File: config.mk
export PLATFORM = sky130hd
export DESIGN_NAME = vci_inserter
export DESIGN_NICKNAME = d
export VERILOG_FILES = /design/src/pkg/vci_pkg.sv /design/src/design/vci_buf2.sv /design/src/design/vci_inserter.sv
export VERILOG_INCLUDE_DIRS = /design/src /design/src/pkg
export SDC_FILE = /design/constraint.sdc
export NUM_CORES = 1
export LEC_CHECK = 0
export ABC_CLOCK_PERIOD_IN_PS = 13650
export BUFFER_PORTS_ARGS = -buffer_cell sky130_fd_sc_hd__buf_2
export CAP_MARGIN = 10
export CORE_ASPECT_RATIO = 1.1
export CORE_MARGIN = 2
export CORE_UTILIZATION = 40
export DETAILED_ROUTE_END_ITERATION = 10
export PLACE_DENSITY = 0.57
export SYNTH_ARGS = -nofsm -noshare
export SYNTH_HDL_FRONTEND = slang
export SYNTH_SLANG_ARGS = --single-unit
File: constraint.sdc
create_clock -name clock_i -period 13.65 [get_ports clock_i]
set_clock_uncertainty 0.1 [all_clocks]
set_input_delay 2.73 -clock clock_i [delete_from_list [all_inputs] [get_ports clock_i]]
set_output_delay 2.73 -clock clock_i [all_outputs]
set_load 0.005 [all_outputs]
File: src/pkg/vci_consts.svh
// constants for the vertical-blanking caption and copy-control inserter
`ifndef VCI_CONSTS_SVH
`define VCI_CONSTS_SVH

`define VCI_CLK_MHZ        40
// line numbers counted over the whole frame
`define VCI_LINE_CAP_ODD   10'h015
`define VCI_LINE_CAP_EVEN  10'h11C
`define VCI_LINE_CPY_ODD   10'h014
`define VCI_LINE_CPY_EVEN  10'h11B
// register subaddresses
`define VCI_SA_CAP_EVEN0   5'h0E
`define VCI_SA_CAP_EVEN1   5'h0F
`define VCI_SA_CAP_ODD0    5'h10
`define VCI_SA_CAP_ODD1    5'h11
// reset values
`define VCI_CAP_RESET      16'h0000
// sample levels
`define VCI_LVL_BLANK      10'h0F0
`define VCI_LVL_CAP_HI     10'h1E0
`define VCI_LVL_CPY_HI     10'h230
`define VCI_CAP_AMP        10'h0F0
// bit counts
`define VCI_RUNIN_BITS     6'h07
`define VCI_GAP_BITS       6'h02
`define VCI_START_BITS     6'h01
`define VCI_CAP_BITS       6'h10
`define VCI_REF_BITS       6'h01
`define VCI_CPY_BITS       6'h14
`define VCI_CRC_LSB        14
`define VCI_CRC_PRESET     6'h3F
// times in ns, cycles derived from the clock rate
`define VCI_CAP_BIT_NS     1986
`define VCI_CPY_BIT_NS     2237
`define VCI_START_NS       10500
`define VCI_CAP_BIT_CYC    ((`VCI_CAP_BIT_NS * `VCI_CLK_MHZ) / 1000)
`define VCI_CPY_BIT_CYC    ((`VCI_CPY_BIT_NS * `VCI_CLK_MHZ) / 1000)
`define VCI_START_CYC      ((`VCI_START_NS * `VCI_CLK_MHZ + 999) / 1000)

`endif

File: src/pkg/vci_pkg.sv
// types for the vertical-blanking caption and copy-control inserter
`default_nettype none
package vci_pkg;

	typedef enum logic [3:0] {
		S_IDLE,
		S_DELAY,
		S_RUNIN,
		S_GAP,
		S_START,
		S_DATA,
		S_REF,
		S_CDATA,
		S_TAIL
	} vci_state_type;

	typedef struct packed {
		logic [9:0] level;
		logic       inserted;
	} vci_sample_type;

endpackage
`default_nettype wire

File: src/design/vci_buf2.sv
// small valid/ready buffer in the output sample path
`timescale 1ns/1ps
`default_nettype none
module vci_buf2 #(
	parameter int WIDTH = 11,
	parameter int DEPTH = 2
) (
	input  wire logic             clock_i,
	input  wire logic             rstn_i,
	input  wire logic             in_valid_i,
	output logic                  in_ready_o,
	input  wire logic [WIDTH-1:0] in_data_i,
	output logic                  out_valid_o,
	input  wire logic             out_ready_i,
	output logic      [WIDTH-1:0] out_data_o
);
	localparam int AW = (DEPTH > 1) ? $clog2(DEPTH) : 1;

	logic [WIDTH-1:0] mem_reg [DEPTH];
	logic [AW-1:0]    wr_ptr_reg;
	logic [AW-1:0]    rd_ptr_reg;
	logic [AW:0]      count_reg;
	logic             push_w;
	logic             pop_w;

	assign in_ready_o  = (count_reg != (AW+1)'(DEPTH));
	assign out_valid_o = (count_reg != '0);
	assign push_w      = in_valid_i && in_ready_o;
	assign pop_w       = out_valid_o && out_ready_i;
	assign out_data_o  = mem_reg[rd_ptr_reg];

	function automatic logic [AW-1:0] inc_ptr(input logic [AW-1:0] p);
		inc_ptr = (p == AW'(DEPTH-1)) ? '0 : p + 1'b1;
	endfunction

	always_ff @(posedge clock_i) begin
		if (push_w) begin
			mem_reg[wr_ptr_reg] <= in_data_i;
		end
	end

	always_ff @(posedge clock_i) begin
		if (!rstn_i) begin
			wr_ptr_reg <= '0;
			rd_ptr_reg <= '0;
			count_reg  <= '0;
		end else begin
			if (push_w) wr_ptr_reg <= inc_ptr(wr_ptr_reg);
			if (pop_w) rd_ptr_reg <= inc_ptr(rd_ptr_reg);
			count_reg <= count_reg + (AW+1)'(push_w) - (AW+1)'(pop_w);
		end
	end
endmodule
`default_nettype wire

File: src/design/vci_inserter.sv
// caption and copy-control line inserter for the encoder sample stream
`timescale 1ns/1ps
`default_nettype none
`include "vci_consts.svh"

// How it works
// [RULE_01] captions go out on line 21 odd field and line 284 even field
// [RULE_02] caption line opens with seven run-in sine cycles at the bit rate
// [RULE_03] two blank bit periods after run-in, then one start bit at one
// [RULE_04] sixteen payload bits: two bytes of seven data bits and odd parity
// [RULE_05] odd field uses caption registers, line 284 uses extended registers
// [RULE_06] caption lines are generated internally; incoming pixels are dropped
// [RULE_07] registers are sampled once at line start; no extra frame of delay
// [RULE_08] host writes caption data by line 20 or line 283
// [RULE_09] host writes zeros to both caption registers when it has nothing
// [RULE_10] host keeps control code pairs in one field, pads odd messages
// [RULE_11] copy word goes out on line 20 odd field and line 283 even field
// [RULE_12] separate odd and even enables gate the copy word per field
// [RULE_13] copy word suppressed unless the encoder is in NTSC mode
// [RULE_14] copy word preceded by one reference pulse the size of a bit
// [RULE_15] reg2 gives bits 0-7, reg1 bits 8-15, reg0 low nibble bits 16-19
// [RULE_16] with crc auto on, bits 14-19 are computed from bits 0-13
// [RULE_17] crc polynomial x^6+x+1, preset to all ones per word
// [RULE_18] with crc auto off all 20 stored bits go out unchanged
// [RULE_19] word order: 6-bit word, two 4-bit words, 6-bit crc
// [RULE_20] extended caption at subaddress 0E-0F, caption at 10-11
// [RULE_21] caption bytes go out data bits lsb first, parity last
module vci_inserter (
	input  wire logic           clock_i,
	input  wire logic           rstn_i,
	input  wire logic           line_start_i,
	input  wire logic [9:0]     line_num_i,
	input  wire logic           field_even_i,
	input  wire logic           ntsc_mode_i,
	input  wire logic           crc_auto_enable_i,
	input  wire logic           copy_odd_field_enable_i,
	input  wire logic           copy_even_field_enable_i,
	input  wire logic [7:0]     copy_reg0_i,
	input  wire logic [7:0]     copy_reg1_i,
	input  wire logic [7:0]     copy_reg2_i,
	input  wire logic           cap_wr_i,
	input  wire logic [4:0]     cap_addr_i,
	input  wire logic [7:0]     cap_data_i,
	input  wire logic           pix_valid_i,
	input  wire logic [9:0]     pix_data_i,
	output logic                pix_ready_o,
	output logic                out_valid_o,
	input  wire logic           out_ready_i,
	output vci_pkg::vci_sample_type out_data_o,
	output logic                busy_o
);
	localparam logic [11:0] CAP_BIT = 12'(`VCI_CAP_BIT_CYC);
	localparam logic [11:0] CPY_BIT = 12'(`VCI_CPY_BIT_CYC);
	localparam logic [11:0] START_CYC = 12'(`VCI_START_CYC);

	vci_pkg::vci_state_type state_reg;
	vci_pkg::vci_state_type state_next;
	logic [15:0]    cap_odd_reg;
	logic [15:0]    cap_even_reg;
	logic [15:0]    cap_shift_reg;
	logic [19:0]    cpy_shift_reg;
	logic           cap_mode_reg;
	logic           ins_line_reg;
	logic [11:0]    cnt_reg;
	logic [5:0]     nbits_reg;
	logic [5:0]     nbits_next;
	logic           adv_w;
	logic           in_ready_w;
	logic           is_cap_w;
	logic           is_cpy_w;
	logic           cpy_gate_w;
	logic [11:0]    limit_w;
	logic           tick_w;
	logic           last_bit_w;
	logic [19:0]    cpy_word_w;
	logic [5:0]     crc_w;
	logic [3:0]     sin_idx_w;
	logic [9:0]     sin_lvl_w;
	logic [9:0]     level_w;
	vci_pkg::vci_sample_type smp_w;

	// odd parity over seven data bits, parity lands in bit 7
	function automatic logic [7:0] cap_byte(input logic [7:0] b);
		cap_byte = {~^b[6:0], b[6:0]};
	endfunction

	function automatic logic [5:0] crc6(input logic [13:0] d);
		logic [5:0] c;
		logic       fb;
		c = `VCI_CRC_PRESET;
		for (int i = 0; i < 14; i++) begin
			fb = d[i] ^ c[5];
			c = {c[4:0], fb} ^ {4'h0, fb, 1'b0};
		end
		crc6 = c;
	endfunction

	// raised-cosine run-in table, 0..255 over one bit period
	function automatic logic [7:0] sine_tab(input logic [3:0] i);
		case (i)
			4'h0: sine_tab = 8'h00;
			4'h1: sine_tab = 8'h0A;
			4'h2: sine_tab = 8'h25;
			4'h3: sine_tab = 8'h4F;
			4'h4: sine_tab = 8'h80;
			4'h5: sine_tab = 8'hB0;
			4'h6: sine_tab = 8'hDA;
			4'h7: sine_tab = 8'hF5;
			4'h8: sine_tab = 8'hFF;
			4'h9: sine_tab = 8'hF5;
			4'hA: sine_tab = 8'hDA;
			4'hB: sine_tab = 8'hB0;
			4'hC: sine_tab = 8'h80;
			4'hD: sine_tab = 8'h4F;
			4'hE: sine_tab = 8'h25;
			default: sine_tab = 8'h0A;
		endcase
	endfunction

	// host loads caption bytes; field timing of the loads is up to the host
	always_ff @(posedge clock_i) begin
		if (!rstn_i) begin
			cap_odd_reg  <= `VCI_CAP_RESET;
			cap_even_reg <= `VCI_CAP_RESET;
		end else if (cap_wr_i) begin
			case (cap_addr_i)
				`VCI_SA_CAP_EVEN0: cap_even_reg[7:0]  <= cap_data_i; // [RULE_20]
				`VCI_SA_CAP_EVEN1: cap_even_reg[15:8] <= cap_data_i; // [RULE_20]
				`VCI_SA_CAP_ODD0:  cap_odd_reg[7:0]   <= cap_data_i; // [RULE_20]
				`VCI_SA_CAP_ODD1:  cap_odd_reg[15:8]  <= cap_data_i; // [RULE_20]
				default: ;
			endcase
		end
	end

	assign is_cap_w = field_even_i ? (line_num_i == `VCI_LINE_CAP_EVEN)
		: (line_num_i == `VCI_LINE_CAP_ODD); // [RULE_01]
	assign cpy_gate_w = ntsc_mode_i && (field_even_i ? copy_even_field_enable_i
		: copy_odd_field_enable_i); // [RULE_12] [RULE_13]
	assign is_cpy_w = cpy_gate_w && (field_even_i ? (line_num_i == `VCI_LINE_CPY_EVEN)
		: (line_num_i == `VCI_LINE_CPY_ODD)); // [RULE_11]

	// copy bit 0 goes out first: word 0, word 1, word 2, then crc
	assign crc_w = crc6({copy_reg1_i[5:0], copy_reg2_i}); // [RULE_17]
	assign cpy_word_w = crc_auto_enable_i
		? {crc_w, copy_reg1_i[5:0], copy_reg2_i} // [RULE_16] [RULE_19]
		: {copy_reg0_i[3:0], copy_reg1_i, copy_reg2_i}; // [RULE_15] [RULE_18]

	// timing runs on accepted samples so a stall shifts, not truncates, a line
	assign adv_w = pix_valid_i && in_ready_w;
	assign limit_w = (state_reg == vci_pkg::S_DELAY) ? START_CYC
		: (cap_mode_reg ? CAP_BIT : CPY_BIT);
	assign tick_w = adv_w && (cnt_reg == limit_w - 12'h001);
	assign last_bit_w = (nbits_reg == 6'h01);

	always_comb begin
		state_next = state_reg;
		nbits_next = nbits_reg;
		if (tick_w) begin
			nbits_next = nbits_reg - 6'h01;
			case (state_reg)
				vci_pkg::S_DELAY: begin
					state_next = cap_mode_reg ? vci_pkg::S_RUNIN : vci_pkg::S_REF;
					nbits_next = cap_mode_reg ? `VCI_RUNIN_BITS : `VCI_REF_BITS; // [RULE_02] [RULE_14]
				end
				vci_pkg::S_RUNIN: if (last_bit_w) begin
					state_next = vci_pkg::S_GAP;
					nbits_next = `VCI_GAP_BITS; // [RULE_03]
				end
				vci_pkg::S_GAP: if (last_bit_w) begin
					state_next = vci_pkg::S_START;
					nbits_next = `VCI_START_BITS; // [RULE_03]
				end
				vci_pkg::S_START: begin
					state_next = vci_pkg::S_DATA;
					nbits_next = `VCI_CAP_BITS; // [RULE_04]
				end
				vci_pkg::S_DATA: if (last_bit_w) state_next = vci_pkg::S_TAIL;
				vci_pkg::S_REF: begin
					state_next = vci_pkg::S_CDATA;
					nbits_next = `VCI_CPY_BITS;
				end
				vci_pkg::S_CDATA: if (last_bit_w) state_next = vci_pkg::S_TAIL;
				default: ;
			endcase
		end
	end

	always_ff @(posedge clock_i) begin
		if (!rstn_i) begin
			state_reg    <= vci_pkg::S_IDLE;
			cnt_reg      <= '0;
			nbits_reg    <= '0;
			cap_mode_reg <= 1'b0;
			ins_line_reg <= 1'b0;
		end else if (line_start_i) begin
			state_reg    <= (is_cap_w || is_cpy_w) ? vci_pkg::S_DELAY : vci_pkg::S_IDLE;
			cnt_reg      <= '0;
			nbits_reg    <= '0;
			cap_mode_reg <= is_cap_w;
			ins_line_reg <= is_cap_w || is_cpy_w; // [RULE_06]
		end else begin
			state_reg <= state_next;
			nbits_reg <= nbits_next;
			if (tick_w) cnt_reg <= '0;
			else if (adv_w) cnt_reg <= cnt_reg + 12'h001;
		end
	end

	// one buffer stage: registers are taken at line start only
	always_ff @(posedge clock_i) begin
		if (!rstn_i) begin
			cap_shift_reg <= '0;
			cpy_shift_reg <= '0;
		end else if (line_start_i) begin
			cap_shift_reg <= field_even_i
				? {cap_byte(cap_even_reg[15:8]), cap_byte(cap_even_reg[7:0])}
				: {cap_byte(cap_odd_reg[15:8]), cap_byte(cap_odd_reg[7:0])}; // [RULE_05] [RULE_07]
			cpy_shift_reg <= cpy_word_w;
		end else if (tick_w) begin
			if (state_reg == vci_pkg::S_DATA) cap_shift_reg <= {1'b0, cap_shift_reg[15:1]}; // [RULE_21]
			if (state_reg == vci_pkg::S_CDATA) cpy_shift_reg <= {1'b0, cpy_shift_reg[19:1]}; // [RULE_19]
		end
	end

	assign sin_idx_w = 4'((16'(cnt_reg) * 16'h0010) / 16'(CAP_BIT));
	assign sin_lvl_w = `VCI_LVL_BLANK
		+ 10'((18'(`VCI_CAP_AMP) * 18'(sine_tab(sin_idx_w))) >> 8); // [RULE_02]

	always_comb begin
		case (state_reg)
			vci_pkg::S_RUNIN: level_w = sin_lvl_w;
			vci_pkg::S_START: level_w = `VCI_LVL_CAP_HI; // [RULE_03]
			vci_pkg::S_DATA:  level_w = cap_shift_reg[0] ? `VCI_LVL_CAP_HI : `VCI_LVL_BLANK; // [RULE_04]
			vci_pkg::S_REF:   level_w = `VCI_LVL_CPY_HI; // [RULE_14]
			vci_pkg::S_CDATA: level_w = cpy_shift_reg[0] ? `VCI_LVL_CPY_HI : `VCI_LVL_BLANK;
			default: level_w = `VCI_LVL_BLANK;
		endcase
	end

	assign smp_w.level    = ins_line_reg ? level_w : pix_data_i; // [RULE_06]
	assign smp_w.inserted = ins_line_reg;
	assign pix_ready_o    = in_ready_w;
	assign busy_o         = ins_line_reg;

	vci_buf2 #(
		.WIDTH ($bits(vci_pkg::vci_sample_type)),
		.DEPTH (2)
	) u_buf (
		.clock_i     (clock_i),
		.rstn_i      (rstn_i),
		.in_valid_i  (pix_valid_i),
		.in_ready_o  (in_ready_w),
		.in_data_i   (smp_w),
		.out_valid_o (out_valid_o),
		.out_ready_i (out_ready_i),
		.out_data_o  (out_data_o)
	);

	// checks
	logic [15:0] runin_len_reg;
	always_ff @(posedge clock_i) begin
		if (!rstn_i || state_reg != vci_pkg::S_RUNIN) runin_len_reg <= '0;
		else if (adv_w) runin_len_reg <= runin_len_reg + 16'h0001;
	end
endmodule
`default_nettype wire

==> impl_metrics.ini <==
[outcome]
outcome = finished, final reports clean

[yosys]
yosysTopAreaCellShare_pct = 19.9
netlist_top_cells_count = nor2_1, dfxtp_1, nand2_1
synth_edf_count = 22
synth_nets = 1211
synth-seq-cells = 115
yosysSeqAreaShare_pct = 27.0
synthFlopType = dfxtp_1
synth_warnings = 0
async_reset_ff_share_pct = 0
synth.most_common_cell = nor2_1
synth_area_per_cell_um2 = 8.42
synth_top_cell_by_area = dfxtp_1
ys_top_cells_by_area = dfxtp_1, mux2i_1, edfxtp_1, xnor2_1, mux2_2
synth_cell_types = 93
synth_cells = 1109
netlist_area_um2 = 9340

[final_layout]
fin_cells = 1466
layout.nets = 1255
area_growth_pct = 12.5
diodes = 0
largest_reg_flops = 22
n_fill_cell = 2269
drive_gt1_share_pct = 16.5

[placement]
gp_congestion = 0.797
hpwl_um = 15800
dp_cells = 1434
io_buffers = 76

[worst_setup_path]
arrival_ns = 12.69
reg2reg_slack_ns = 1.02
cp_max_fo = 17
path_common_cell = ha_1
reg2reg_depth = 42
max_stage_delay_ns = 0.74
required_ns = 13.70
slowest_stage = dfxtp_1
path_class = reg -> reg
crit_buf_inv = 4
path_depth = 42
worst_setup_path_start_kind = flip-flop
end_kind = flip-flop
critical_path.top_delay_family = simple AND/OR/NAND/NOR gates

[clock_network]
cts_tree = done
htreeDepth = 4
insertion_delay_ns = 0.41
clk_pin_slew_worst_paths_ns = 0.06
clockBufferDepth = 2
cts_resized = 0
cts_buffers = 17
cts_setup_buffers = 0
clock_sinks = 115
cts_root_buf = clkbuf_16
postCtsHoldBufs = 0

[detailed_routing]
drtPass1Iterations = 5
drt_wl_total_um = 21600
wire_per_inst_um = 14.7
drcViolationCount = 0
drt_iter0_markers = 371
vias = 7919
vias_per_cell = 5.40
ant_nets = 0

[sta]
tightest_slew_ns = 1.14
setup_viol = 0
timing.hold.ws_ns = 0.394
finalHoldViolCount = 0
finalCritPeriodShare_pct = 92.6
tns_ns = 0
fmax_ghz = 0.0791
rsz0062_at_grt = no
finalCriticalPeriod_ns = 12.63
maxSlewViolCount = 0
slew_headroom_pct = 23.7

[run]
drv_cap = 0

[grt]
grt_use_total_pct = 17.9
grt_pass1_wl_um = 36100
grt_pass1_vias = 7436
grt_overflow = 0
grt_max_degree = 78
antenna_found_initial = 1

[die]
rows = 58
dieArea_um2 = 24600
io-pin-count = 82
die_y_um = 164
start_util_pct = 40.7
core_area_um2 = 22900
die_w_um = 150

[hold_path]
hp-class = reg -> reg
hold_depth = 2

[power]
peakVddDrop_mv = 0.0813
p_leak_nw = 4.13
cellPowerDensity_nw_per_um2 = 90.1
worst register-to-register path: cells and delay by family (launching register included):
| family | cells | cell delay [ns] |
|---|---|---|
| flip-flops | 1 | 0.74 |
| multiplexers | 3 | 1.24 |
| AND/OR/NAND/NOR | 15 | 4.03 |
| AO/OA/AOI/OAI | 13 | 3.40 |
| XOR/XNOR | 1 | 0.20 |
| adder cells (fa/ha/maj) | 6 | 2.08 |
| buffers and inverters | 4 | 0.57 |
cell type report:
cell class                      instances  area (µm²)  area share [%]
Clock inverter                         14         146            1.39
Sequential cell                       115        2520            24.0
Clock buffer                           18         439            4.18
Timing Repair Buffer                   87         463            4.41
Multi-Input combinational cell        891        6400            61.0
Tap cell                              300         375            3.57
Inverter                               41         154            1.46
report_power, final:
group	leakage (nW)	total, W	switching, W	internal [W]
clock network	0.282	0.000437	0.000177	0.000261
registers	0.964	0.000384	0.0000150	0.000369
logic	2.88	0.000125	0.0000605	0.0000649
total	4.13	0.000946	0.000252	0.000694
metrics by stage:
step	worst slack [ns]	cell area, µm²	utilization (%)	power (W)
after floorplan	2.68	9340	-	0.000471
after global placement	1.12	9920	43.3	0.000518
after detailed placement	1.15	9920	43.3	0.000519
after CTS	1.10	10500	45.8	0.000963
after global routing	0.0321	10500	45.8	0.000991
final	1.02	10500	45.8	0.000947
placed cells by master, fill, tap and decap left out, types with 11 or more instances in the layout:
cell,synthesis,layout
dfxtp_1,93,93
mux2_2,38,38
nor2_1,102,102
and2_1,28,28
a21oi_1,48,48
o21ai_0,61,61
edfxtp_1,22,22
clkbuf_16,0,17
nor2b_1,41,41
nand3_1,24,24
nand2b_1,11,11
buf_4,1,11
mux2i_1,74,74
nor3_1,25,25
buf_2,6,76
a31oi_1,13,13
xnor2_1,68,68
inv_1,40,40
and3_1,14,14
xor2_1,17,17
nand2_1,91,91
ha_1,26,26
o211a_1,20,20
layer usage:
| layer | vias up | GRT usage (%) | part of all wire [%] |
|---|---|---|---|
| met3 | 24 | 3.72 | 3.2 |
| met5 | - | 0 | 0 |
| met2 | 118 | 30.2 | 48 |
| li1 | 4091 | - | - |
| met4 | 0 | 5.10 | 1.2 |
| met1 | 3686 | 23.1 | 48 |
logic make-up after synthesis:
group | after synthesis | share of synthesized area [%]
fa+ha+maj | 35 | 5.30
compound gates | 255 | 20.0
flops | 115 | 27.0
mux | 113 | 12.7
buf+inv | 103 | 4.42
xor+xnor | 85 | 7.97
simple gates | 403 | 22.6
worst paths after layout:
| check | start | end |
|---|---|---|
| min | nbits_reg[4] | nbits_reg[4] |
| min reg2reg | nbits_reg[4] | nbits_reg[4] |
| max | cnt_reg[7] | u_buf.mem_reg[0][7] |
| max reg2reg | cnt_reg[7] | u_buf.mem_reg[0][7] |
No activity file was read; power rests on OpenSTA's default activity.
